--- src/core/asr_pkg.sv ---
// shared constants and types of the audio serial receiver
package asr_pkg;
  // register byte offsets
  localparam logic [7:0] OFF_CTRL = 8'h00;
  localparam logic [7:0] OFF_RXCFG = 8'h04;
  localparam logic [7:0] OFF_TXCFG = 8'h08;
  localparam logic [7:0] OFF_MCLK = 8'h0c;
  localparam logic [7:0] OFF_RXDATA = 8'h10;
  localparam logic [7:0] OFF_LEVEL = 8'h14;
  localparam logic [7:0] OFF_LIMIT = 8'h18;
  localparam logic [7:0] OFF_IEN_SET = 8'h1c;
  localparam logic [7:0] OFF_IEN_CLR = 8'h20;
  localparam logic [7:0] OFF_RAW = 8'h24;
  localparam logic [7:0] OFF_MIS = 8'h28;
  localparam logic [7:0] OFF_ICLR = 8'h2c;
  localparam logic [7:0] OFF_STATUS = 8'h30;
  // interrupt bit positions
  localparam int INT_RXERR = 0;
  localparam int INT_RXREQ = 1;
  localparam int INT_TXERR = 2;
  localparam int INT_TXREQ = 3;
  localparam int INT_N = 4;
  // control, clock-select and status fields
  localparam int CTRL_RXEN = 0;
  localparam int CTRL_TXEN = 1;
  localparam int MCLK_TXEXT = 0;
  localparam int MCLK_RXEXT = 1;
  localparam int MCLK_DIV = 8;
  localparam int STAT_EMPTY = 0;
  localparam int STAT_FULL = 1;
  // configuration word layout, same for both directions
  localparam int CFG_W = 12;
  localparam int CFG_FMT = 0;
  localparam int CFG_INV = 2;
  localparam int CFG_MODE = 3;
  localparam int CFG_MASTER = 5;
  localparam int CFG_SS = 6;
  localparam int CFG_WS = 9;
  // reset values and full word size
  localparam logic [4:0] LIMIT_RST = 5'h10;
  localparam logic [7:0] DIV_RST = 8'h00;
  localparam logic [5:0] BITS_FULL = 6'h20;

  typedef enum logic [1:0] {
    fmt_standard = 2'h0,
    left_justified_framing = 2'h1,
    right_justified_framing = 2'h2
  } asr_fmt_e;

  typedef enum logic [1:0] {
    mode_dual = 2'h0,
    mode_compact16 = 2'h1,
    mode_compact8 = 2'h2,
    mode_mono = 2'h3
  } asr_mode_e;

  // size code to bit count; codes above the list fall back to 8
  function automatic logic [5:0] asr_size_bits(logic [2:0] code);
    case (code)
      3'h0: asr_size_bits = 6'h20;
      3'h1: asr_size_bits = 6'h18;
      3'h2: asr_size_bits = 6'h14;
      3'h3: asr_size_bits = 6'h10;
      default: asr_size_bits = 6'h08;
    endcase
  endfunction
endpackage

--- src/core/asr_clkgen.sv ---
// bit and word clock generator for clock-master operation
`timescale 1ns/1ps
module asr_clkgen (
  // clock and reset
  input wire logic pclk,
  input wire logic presetn,
  // control
  input wire logic run,
  input wire logic mtick,
  input wire logic [7:0] half_div,
  input wire logic [5:0] word_bits,
  input wire logic invert,
  // generated clocks
  output logic bclk_out,
  output logic lrclk_out
);
  typedef struct packed {
    logic [7:0] hc;
    logic [5:0] bc;
    logic ph;
    logic lr;
    logic bo;
    logic lo;
  } asr_cg_s;

  asr_cg_s q;
  asr_cg_s d;

  // half bit period counted in master clock ticks
  always_comb begin
    d = q;
    if (!run) begin
      d.hc = '0;
      d.bc = '0;
      d.ph = 1'b0;
      d.lr = 1'b0;
    end else if (mtick) begin
      if (q.hc == half_div) begin
        d.hc = '0;
        d.ph = ~q.ph;
        // word clock moves on a falling edge of the uninverted bit clock, away from sampling
        if (q.ph) begin
          if (q.bc == word_bits - 6'h01) begin
            d.bc = '0;
            d.lr = ~q.lr;
          end else begin
            d.bc = q.bc + 6'h01;
          end
        end
      end else begin
        d.hc = q.hc + 8'h01;
      end
    end
    d.bo = d.ph ^ invert;
    d.lo = d.lr;
  end

  // state register
  always_ff @(posedge pclk or negedge presetn) begin
    if (!presetn) begin
      q <= '0;
    end else begin
      q <= d;
    end
  end

  assign bclk_out = q.bo;
  assign lrclk_out = q.lo;
endmodule

--- src/core/asr_rx_top.sv ---
// audio serial receiver with interrupt unit and master clock selection
// How it works
// four interrupt sources, each enabled individually onto the shared interrupt
// any set of sources disabled at once; disabled ones never raise interrupt
// pending sources stay set until software clears chosen ones
// raw and masked interrupt status both readable
// master clock per direction from internal divider or external pin
// bit clock and word clock derived from selected master clock
// transmit and receive configuration held separately
// receiver frames in standard, left-justified or right-justified format
// optional bit clock inversion moves sampling to the other edge
// four channel modes: dual, compact 16, compact 8, mono
// clock master drives serial clocks; as slave the partner drives them
// sample size 32, 24, 20, 16 or 8 bits
// wire word size 32, 24, 20, 16 or 8, independent of sample
// dual mode reads alternate left then right
// compact 16 read gives left low half, right high half
// compact 8 read gives left bits 7-0, right next 8, rest zero
// mono read returns one sample
// receive FIFO empty flag readable for polling readers
// software should clear pending sources early in its handler
// service request while level exceeds limit; limit 16 disables it
// level counts pairs and mono samples as two; odd means a dual-mode pair with its left sample already read
// disabled receiver captures nothing from the serial pins
// interrupt output is OR of the masked status bits
//
// The placing of the registers and the APB interface to the registers were decided locally.
`timescale 1ns/1ps
module asr_rx_top #(
  parameter int FIFO_PAIRS = 8,
  parameter int MCLK_INT_DIV = 4
) (
  // apb slave
  input wire logic pclk,
  input wire logic presetn,
  input wire logic psel,
  input wire logic penable,
  input wire logic pwrite,
  input wire logic [7:0] paddr,
  input wire logic [31:0] pwdata,
  output logic pready,
  output logic [31:0] prdata,
  output logic pslverr,
  // serial link
  input wire logic rx_bclk_in,
  output logic rx_bclk_out,
  output logic rx_bclk_oe,
  input wire logic rx_lrclk_in,
  output logic rx_lrclk_out,
  output logic rx_lrclk_oe,
  input wire logic rx_sdata_in,
  input wire logic mclk_ext_in,
  // transmit path
  input wire logic tx_error_event,
  input wire logic tx_service_event,
  output logic tx_master_clock_external,
  output logic tx_enable,
  output logic [11:0] tx_config,
  // interrupt
  output logic irq
);
  localparam int PW = $clog2(FIFO_PAIRS);
  localparam logic [7:0] MDIV_LAST = 8'(MCLK_INT_DIV - 1);

  if (FIFO_PAIRS != 2 ** PW || FIFO_PAIRS < 2 || FIFO_PAIRS > 8) begin : g_bad_depth
    $error("FIFO_PAIRS must be 2, 4 or 8");
  end
  if (MCLK_INT_DIV < 1 || MCLK_INT_DIV > 256) begin : g_bad_div
    $error("MCLK_INT_DIV must be 1 to 256");
  end

  typedef struct packed {
    logic pready;
    logic pslverr;
    logic [31:0] prdata;
    logic rd_ok;
    logic rx_en;
    logic tx_en;
    logic [11:0] rxcfg;
    logic [11:0] txcfg;
    logic rx_master_clock_external;
    logic tx_master_clock_external;
    logic [7:0] bdiv;
    logic [4:0] limit;
    logic [3:0] ien;
    logic [3:0] raw;
    logic irq;
    logic oe;
    logic [1:0] bsync;
    logic [1:0] lsync;
    logic [1:0] dsync;
    logic [1:0] msync;
    logic bprev;
    logic lprev;
    logic mprev;
    logic [7:0] mdiv;
    logic started;
    logic chan;
    logic [5:0] cnt;
    logic [31:0] sh;
    logic [31:0] left;
    logic have_left;
    logic [FIFO_PAIRS-1:0][63:0] mem;
    logic [PW-1:0] wp;
    logic [PW-1:0] rp;
    logic [PW:0] pairs;
    logic half;
  } asr_st_s;

  localparam asr_st_s ST_RST = '{limit: asr_pkg::LIMIT_RST, bdiv: asr_pkg::DIV_RST,
                                 default: '0};

  asr_st_s q;
  asr_st_s d;
  logic mtick;
  logic [4:0] lvl;
  asr_pkg::asr_fmt_e fmt;
  asr_pkg::asr_mode_e mode;
  logic [5:0] wbits;
  logic [5:0] sbits;

  assign fmt = asr_pkg::asr_fmt_e'(q.rxcfg[asr_pkg::CFG_FMT +: 2]);
  assign mode = asr_pkg::asr_mode_e'(q.rxcfg[asr_pkg::CFG_MODE +: 2]);
  assign wbits = asr_pkg::asr_size_bits(q.rxcfg[asr_pkg::CFG_WS +: 3]);
  assign sbits = asr_pkg::asr_size_bits(q.rxcfg[asr_pkg::CFG_SS +: 3]);
  assign lvl = 5'({q.pairs, 1'b0}) - 5'(q.half);
  // receive master clock: external pin edge or internal divider tick
  assign mtick = q.rx_master_clock_external ? (q.msync[1] & ~q.mprev)
                                            : (q.mdiv == MDIV_LAST);

  // master-mode clock generation; pins loop back through the input sync
  asr_clkgen u_clkgen (
    .pclk(pclk),
    .presetn(presetn),
    .run(q.rx_en & q.rxcfg[asr_pkg::CFG_MASTER]),
    .mtick(mtick),
    .half_div(q.bdiv),
    .word_bits(wbits),
    .invert(q.rxcfg[asr_pkg::CFG_INV]),
    .bclk_out(rx_bclk_out),
    .lrclk_out(rx_lrclk_out)
  );

  // all next-state logic
  always_comb begin
    logic eff;
    logic edge_s;
    logic lr;
    logic bit_in;
    logic dlv;
    logic push;
    logic pop;
    logic setup;
    logic acc;
    logic wr;
    logic rj;
    logic [31:0] word;
    logic [31:0] smp;
    logic [31:0] rd;
    logic [63:0] top;
    logic [63:0] pair;
    logic [3:0] set;
    logic [3:0] clr;
    eff = 1'b0;
    edge_s = 1'b0;
    lr = 1'b0;
    bit_in = 1'b0;
    dlv = 1'b0;
    push = 1'b0;
    pop = 1'b0;
    setup = 1'b0;
    acc = 1'b0;
    wr = 1'b0;
    rj = 1'b0;
    word = '0;
    smp = '0;
    rd = '0;
    top = '0;
    pair = '0;
    set = '0;
    clr = '0;
    d = q;
    // two-flop synchronisers for every serial link input
    d.bsync = {q.bsync[0], rx_bclk_in};
    d.lsync = {q.lsync[0], rx_lrclk_in};
    d.dsync = {q.dsync[0], rx_sdata_in};
    d.msync = {q.msync[0], mclk_ext_in};
    d.mprev = q.msync[1];
    d.mdiv = (q.mdiv == MDIV_LAST) ? '0 : q.mdiv + 8'h01;
    eff = q.bsync[1] ^ q.rxcfg[asr_pkg::CFG_INV];
    d.bprev = eff;
    edge_s = eff & ~q.bprev;
    lr = q.lsync[1];
    bit_in = q.dsync[1];
    rj = (fmt == asr_pkg::right_justified_framing);
    d.oe = q.rx_en & q.rxcfg[asr_pkg::CFG_MASTER];
    // frame parser; idle while disabled so no stale bits survive
    if (!q.rx_en) begin
      d.started = 1'b0;
      d.cnt = '0;
      d.have_left = 1'b0;
      d.sh = '0;
      d.lprev = lr;
    end else if (edge_s) begin
      d.lprev = lr;
      if (lr != q.lprev) begin
        // right-justified word ends just before the word clock turns
        dlv = rj & q.started;
        word = q.sh & (32'hffffffff >> (asr_pkg::BITS_FULL - wbits));
        // standard slot as long as the word: its lsb rides on the turn edge
        if (fmt == asr_pkg::fmt_standard && q.started && q.cnt == wbits - 6'h01) begin
          dlv = 1'b1;
          word = {q.sh[30:0], bit_in};
        end
        d.started = 1'b1;
        d.chan = (fmt == asr_pkg::fmt_standard) ? ~lr : lr;
        // standard format has its msb one bit after the turn
        d.sh = (fmt == asr_pkg::fmt_standard) ? '0 : {31'h0, bit_in};
        d.cnt = (fmt == asr_pkg::fmt_standard) ? 6'h00 : 6'h01;
      end else if (rj) begin
        d.sh = {q.sh[30:0], bit_in};
      end else if (q.started && q.cnt < wbits) begin
        d.sh = {q.sh[30:0], bit_in};
        d.cnt = q.cnt + 6'h01;
        dlv = (d.cnt == wbits);
        word = d.sh;
      end
    end
    // wire word msb-aligned, then cut to sample size
    smp = (word << (asr_pkg::BITS_FULL - wbits)) >> (asr_pkg::BITS_FULL - sbits);
    // pair assembly; mono keeps left words only, stored as a pair
    if (dlv) begin
      if (q.chan) begin
        d.left = smp;
        d.have_left = (mode != asr_pkg::mode_mono);
        push = (mode == asr_pkg::mode_mono);
        pair = {32'h0, smp};
      end else if (q.have_left && mode != asr_pkg::mode_mono) begin
        push = 1'b1;
        d.have_left = 1'b0;
        pair = {smp, q.left};
      end
    end
    // apb: registered answer, no wait state
    setup = psel & ~penable;
    acc = psel & penable & q.pready;
    wr = acc & pwrite & ~q.pslverr;
    d.pready = setup;
    top = q.mem[q.rp];
    if (setup) begin
      d.pslverr = 1'b0;
      d.rd_ok = 1'b0;
      case (paddr)
        asr_pkg::OFF_CTRL: begin
          rd[asr_pkg::CTRL_RXEN] = q.rx_en;
          rd[asr_pkg::CTRL_TXEN] = q.tx_en;
        end
        asr_pkg::OFF_RXCFG: rd[asr_pkg::CFG_W-1:0] = q.rxcfg;
        asr_pkg::OFF_TXCFG: rd[asr_pkg::CFG_W-1:0] = q.txcfg;
        asr_pkg::OFF_MCLK: begin
          rd[asr_pkg::MCLK_TXEXT] = q.tx_master_clock_external;
          rd[asr_pkg::MCLK_RXEXT] = q.rx_master_clock_external;
          rd[asr_pkg::MCLK_DIV +: 8] = q.bdiv;
        end
        asr_pkg::OFF_RXDATA: begin
          d.rd_ok = ~pwrite & (q.pairs != '0);
          if (q.pairs != '0) begin
            unique case (mode)
              asr_pkg::mode_dual: rd = q.half ? top[63:32] : top[31:0];
              asr_pkg::mode_compact16: rd = {top[47:32], top[15:0]};
              asr_pkg::mode_compact8: rd = {16'h0, top[39:32], top[7:0]};
              asr_pkg::mode_mono: rd = top[31:0];
            endcase
          end
        end
        asr_pkg::OFF_LEVEL: rd[4:0] = lvl;
        asr_pkg::OFF_LIMIT: rd[4:0] = q.limit;
        asr_pkg::OFF_IEN_SET: rd[asr_pkg::INT_N-1:0] = q.ien;
        asr_pkg::OFF_IEN_CLR: rd[asr_pkg::INT_N-1:0] = q.ien;
        asr_pkg::OFF_RAW: rd[asr_pkg::INT_N-1:0] = q.raw;
        asr_pkg::OFF_MIS: rd[asr_pkg::INT_N-1:0] = q.raw & q.ien;
        asr_pkg::OFF_ICLR: rd = '0;
        asr_pkg::OFF_STATUS: begin
          rd[asr_pkg::STAT_EMPTY] = (q.pairs == '0);
          rd[asr_pkg::STAT_FULL] = (q.pairs == (PW + 1)'(FIFO_PAIRS));
        end
        default: d.pslverr = 1'b1;
      endcase
      d.prdata = rd;
    end
    // register writes take effect on the access edge
    if (wr) begin
      case (paddr)
        asr_pkg::OFF_CTRL: begin
          d.rx_en = pwdata[asr_pkg::CTRL_RXEN];
          d.tx_en = pwdata[asr_pkg::CTRL_TXEN];
        end
        asr_pkg::OFF_RXCFG: d.rxcfg = pwdata[asr_pkg::CFG_W-1:0];
        asr_pkg::OFF_TXCFG: d.txcfg = pwdata[asr_pkg::CFG_W-1:0];
        asr_pkg::OFF_MCLK: begin
          d.tx_master_clock_external = pwdata[asr_pkg::MCLK_TXEXT];
          d.rx_master_clock_external = pwdata[asr_pkg::MCLK_RXEXT];
          d.bdiv = pwdata[asr_pkg::MCLK_DIV +: 8];
        end
        asr_pkg::OFF_LIMIT: d.limit = pwdata[4:0];
        asr_pkg::OFF_IEN_SET: d.ien = q.ien | pwdata[asr_pkg::INT_N-1:0];
        asr_pkg::OFF_IEN_CLR: d.ien = q.ien & ~pwdata[asr_pkg::INT_N-1:0];
        asr_pkg::OFF_ICLR: clr = pwdata[asr_pkg::INT_N-1:0];
        default: d.ien = q.ien;
      endcase
    end
    // reads pop only what the setup cycle saw, so a late push is safe
    if (acc && !pwrite && paddr == asr_pkg::OFF_RXDATA && q.rd_ok) begin
      if (mode == asr_pkg::mode_dual && !q.half) begin
        d.half = 1'b1;
      end else begin
        d.half = 1'b0;
        pop = 1'b1;
        d.rp = q.rp + PW'(1);
      end
    end
    // fifo push; a pair arriving when full with no pop in the same cycle is dropped and flagged
    if (push) begin
      if (q.pairs == (PW + 1)'(FIFO_PAIRS) && !pop) begin
        set[asr_pkg::INT_RXERR] = 1'b1;
        push = 1'b0;
      end else begin
        d.mem[q.wp] = pair;
        d.wp = q.wp + PW'(1);
      end
    end
    d.pairs = q.pairs + (PW + 1)'(push) - (PW + 1)'(pop);
    // sticky status; a new event beats a clear in the same cycle
    set[asr_pkg::INT_RXREQ] = (lvl > q.limit);
    set[asr_pkg::INT_TXERR] = tx_error_event;
    set[asr_pkg::INT_TXREQ] = tx_service_event;
    d.raw = (q.raw & ~clr) | set;
    d.irq = |(q.raw & q.ien);
  end

  // state register
  always_ff @(posedge pclk or negedge presetn) begin
    if (!presetn) begin
      q <= ST_RST;
    end else begin
      q <= d;
    end
  end

  assign pready = q.pready;
  assign prdata = q.prdata;
  assign pslverr = q.pslverr;
  assign rx_bclk_oe = q.oe;
  assign rx_lrclk_oe = q.oe;
  assign tx_master_clock_external = q.tx_master_clock_external;
  assign tx_enable = q.tx_en;
  assign tx_config = q.txcfg;
  assign irq = q.irq;

  // fifo head halves, visible to the checks below
  logic [15:0] top16_r;
  logic [15:0] top16_l;
  assign top16_r = q.mem[q.rp][47:32];
  assign top16_l = q.mem[q.rp][15:0];
endmodule

--- config.mk ---
export PLATFORM = sky130hd
export DESIGN_NAME = asr_rx_top
export DESIGN_NICKNAME = d
export VERILOG_FILES = /design/src/core/asr_pkg.sv /design/src/core/asr_clkgen.sv /design/src/core/asr_rx_top.sv
export SDC_FILE = /design/constraint.sdc
export NUM_CORES = 2
export LEC_CHECK = 0
export ABC_AREA = 1
export BUFFER_PORTS_ARGS = -buffer_cell sky130_fd_sc_hd__buf_4
export CORE_MARGIN = 2
export CORE_UTILIZATION = 42
export CTS_BUF_LIST = sky130_fd_sc_hd__clkbuf_8 sky130_fd_sc_hd__clkbuf_16
export CTS_CLUSTER_DIAMETER = 60
export DETAILED_ROUTE_END_ITERATION = 6
export PLACE_DENSITY = 0.59
export REMOVE_ABC_BUFFERS = 1
export SLEW_MARGIN = 10
export SYNTH_ARGS = -nofsm -noshare
export SYNTH_HDL_FRONTEND = slang
export SYNTH_SLANG_ARGS = --single-unit
--- constraint.sdc ---
create_clock -name pclk -period 5.4 [get_ports pclk]
set_input_delay 0.81 -clock pclk [delete_from_list [all_inputs] [get_ports pclk]]
set_output_delay 0.81 -clock pclk [all_outputs]
set_load 0.05 [all_outputs]
==> results_dict.tcl <==
set metrics [dict create \
    finalSetupViolCount 0 \
    die_area_sq_um 88180 \
    vias 32190 \
    drive_gt1_frac 0.08696 \
    ys_ff_latch 718 \
    antenna_found_initial 0 \
    clock-skew-final_ns 0.04289 \
    fin_crit_sh 0.8897 \
    postCtsSetupRepairBufs 0 \
    final_core_util 0.4741 \
    die_x_microns 297.0 \
    num_io_pins 104 \
    dr.pass1.iters 5 \
    fmaxAchievable_mhz 208.1 \
    wl_per_cell_microns 20.84 \
    syn-mean-instance-area_sq_um 7.762 \
    yosysSeqAreaShare 0.4985 \
    maxSlewHeadroom 0.1668 \
    mostFrequentLayoutCell "nand2_1" \
    cp_cell_sequence "inv_1, o21ai_0, inv_1, ha_1, inv_4, nand2_1, nand2_1, nor2_1, nand2_1, nand2_1, o21ai_0, inv_1, nand2_1, inv_2, nand2_1, inv_2, nand2_4, nor2_2, nand2_4, buf_4, buf_4, o21ai_0" \
    fin_crit_ns 4.804 \
    dp_hpwl_microns 71790 \
    clkTransAtPathRegs_ns 0.06 \
    power.total_mw 11.59 \
    crit_top_cell "nand2_1" \
    h-tree-depth 3 \
    cts_resized 0 \
    rsz0062_at_grt "false" \
    r2r_end "q[54]" \
    ant_nets 0 \
    clock_latency_ns 0.65 \
    drcViolationCount 0 \
    stdcell_area_sq_um 40370 \
    numPortBuffers 87 \
    place.gp.congestion 0.8550 \
    path_class "reg -> reg" \
    async_flop_share 1.000 \
    routed_via_density 5.582 \
    dp_cells 5618 \
    cp_slowest_cell "buf_4" \
    n_antenna_cell 0 \
    finalWorstSetupSlack_ns 0.5957 \
    grt_max_degree 144 \
    cts_sinks 718 \
    nNetsFinal 4639 \
    cts_buffers 83 \
    hold_viol 0 \
    tritoncts "done" \
    maxSlewViolCount 0 \
    ctsRootBufferMaster "clkbuf_16" \
    ys_types 61 \
    synth_warnings 0 \
    core_area_sq_um 85150 \
    grt_pass1_vias 30940 \
    layout_common_cells "nand2_1, dfrtp_1, o21ai_0" \
    leakagePower_nw 19.82 \
    powerDensity_nw_per_um2 287.2 \
    grt_usage 0.2710 \
    postSynthCellCount 4644 \
    fillers 8492 \
    r2r-start "q[661]" \
    cpPeakStageDelay_ns 0.69 \
    postPlaceCellArea_sq_um 37480 \
    required_ns 5.87 \
    cts_hold_buf 0 \
    rrSetupSlack_ns 0.60 \
    max-clock-path-buffers 3 \
    finalNonFillerCells 5767 \
    path_buf_inv 8 \
    rows 107 \
    crit_path_end_kind "flop" \
    wl_microns 120200 \
    outcome "finished clean" \
    pre_cts_slack_ns 0.6744 \
    hp-class "in -> async" \
    start_util 0.4233 \
    critPathTopFamily "buffers and inverters" \
    ff2ff_path_depth 22 \
    drt_iter0_drc 3575 \
    syn2layout_area_growth_pct 12.00 \
    grt_pass1_wl_microns 187300 \
    worst_slew_pin_slew_ns 1.250 \
    die_h_microns 297.0 \
    grt_overflow_total 0 \
    synth_edf_count 0 \
    vdd_drop_max_mv 0.2112 \
    critPathMaxFanout 55 \
    drv_cap 0 \
    crit_arrival_ns 5.27 \
    ys.flop_type "dfrtp_1" \
    netlist_area_sq_um 36040 \
    cp-start-kind "flop" \
]
kinds of logic (layout without fill, tap and decap cells):
| family | Yosys count | after routing | share of synthesized area |
|---|---|---|---|
| simple gates | 2328 | 2328 | 0.2627 |
| compound gates | 934 | 934 | 0.1490 |
| flops | 718 | 718 | 0.4985 |
| buf+inv | 594 | 573 | 0.06925 |
| xor+xnor | 36 | 36 | 0.008748 |
| fa+ha+maj | 29 | 29 | 0.01028 |
| mux | 5 | 5 | 0.001562 |
worst register-to-register path, stage by stage (launching register included):
cell and delay, ns:
dfrtp_1 0.49, inv_1 0.06, o21ai_0 0.33, inv_1 0.18, ha_1 0.39, inv_4 0.21
nand2_1 0.09, nand2_1 0.06, nor2_1 0.06, nand2_1 0.10, nand2_1 0.10, o21ai_0 0.16
inv_1 0.05, nand2_1 0.21, inv_2 0.05, nand2_1 0.18, inv_2 0.09, nand2_4 0.17
nor2_2 0.12, nand2_4 0.07, buf_4 0.46, buf_4 0.72, o21ai_0 0.27
metal layers:
layer / global-route usage / vias to the layer above / routed length, microns
li1: - / 15110 / -
met1: 0.3803 / 15680 / 53330
met2: 0.4270 / 1171 / 54230
met3: 0.04177 / 233 / 8319
met4: 0.09464 / 0 / 4294
met5: 0 / - / 0
registers in the layout (all words and copies together), names as in the netlist, named ones only:
name and cells:
irq 1, prdata 32, d 5, pready 1
rx_bclk_oe 1, u_clkgen.bclk_out 1, fmt 2, q 638
pslverr 1, u_clkgen.q 16, mode 2, tx_enable 1
tx_master_clock_external 1, tx_config 12
where the power goes:
group	switching [mW]	total, mW	internal, mW
Sequential	0.00619	5.40	5.39
Clock	2.42	5.93	3.51
Combinational	0.211	0.267	0.0565
stage by stage:
step                setup TNS, ns  hold WS [ns]
global route                    0        0.2326
CTS                             0        0.2159
floorplan                -1196.97        0.3312
global placement                0        0.3321
detailed placement              0        0.3371
finish                          0        0.1641
final cells by class:
class                      count  area (sq um)  share of cell area
multi-input combinational   3332         15680              0.3885
clock buffer                 101          2325             0.05759
tap                         1144          1431             0.03546
clock inverter                48         559.3             0.01385
timing repair buffer         167          1411             0.03496
inverter                     257         980.9             0.02430
sequential                   718         17980              0.4454
cells in the mapped netlist (all sizes together) (2+ instances only):
cell type | n | area share
a2111oi | 2 | 0.00049
a211oi | 4 | 0.00083
a21o | 3 | 0.00062
a21oi | 65 | 0.0090
a221oi | 7 | 0.0017
a22o | 14 | 0.0034
a22oi | 2 | 0.00042
a31oi | 8 | 0.0014
a32o | 2 | 0.00056
buf | 137 | 0.022
clkbuf | 200 | 0.021
clkinv | 5 | 0.00056
dfrtp | 717 | 0.50
ha | 28 | 0.0097
inv | 252 | 0.026
mux2 | 5 | 0.0016
nand2 | 1572 | 0.16
nand3 | 345 | 0.048
nand3b | 7 | 0.0015
nand4 | 38 | 0.0068
nor2 | 322 | 0.034
nor3 | 29 | 0.0052
nor3b | 4 | 0.00083
nor4 | 7 | 0.0012
o2111ai | 3 | 0.00073
o211ai | 35 | 0.0073
o21ai | 658 | 0.093
o221a | 16 | 0.0050
o221ai | 54 | 0.013
o22ai | 42 | 0.0073
o311ai | 11 | 0.0027
or2 | 2 | 0.00035
xnor2 | 11 | 0.0027
xor2 | 25 | 0.0061
how the worst max path moves through the flow:
stage | cells past startpoint | slack, ns | to | from
finish | 22 | 0.60 | q[54] | q[661]
global route | 24 | 0.21 | q[46] | q[661]
CTS | 22 | 0.64 | q[54] | q[661]
detailed placement | 22 | 0.67 | q[54] | q[661]
global placement | 22 | 0.80 | q[46] | q[661]
floorplan | 10 | -3.05 | prdata[0] | q[5]
Note: power is estimated with default switching activity, not from simulation.
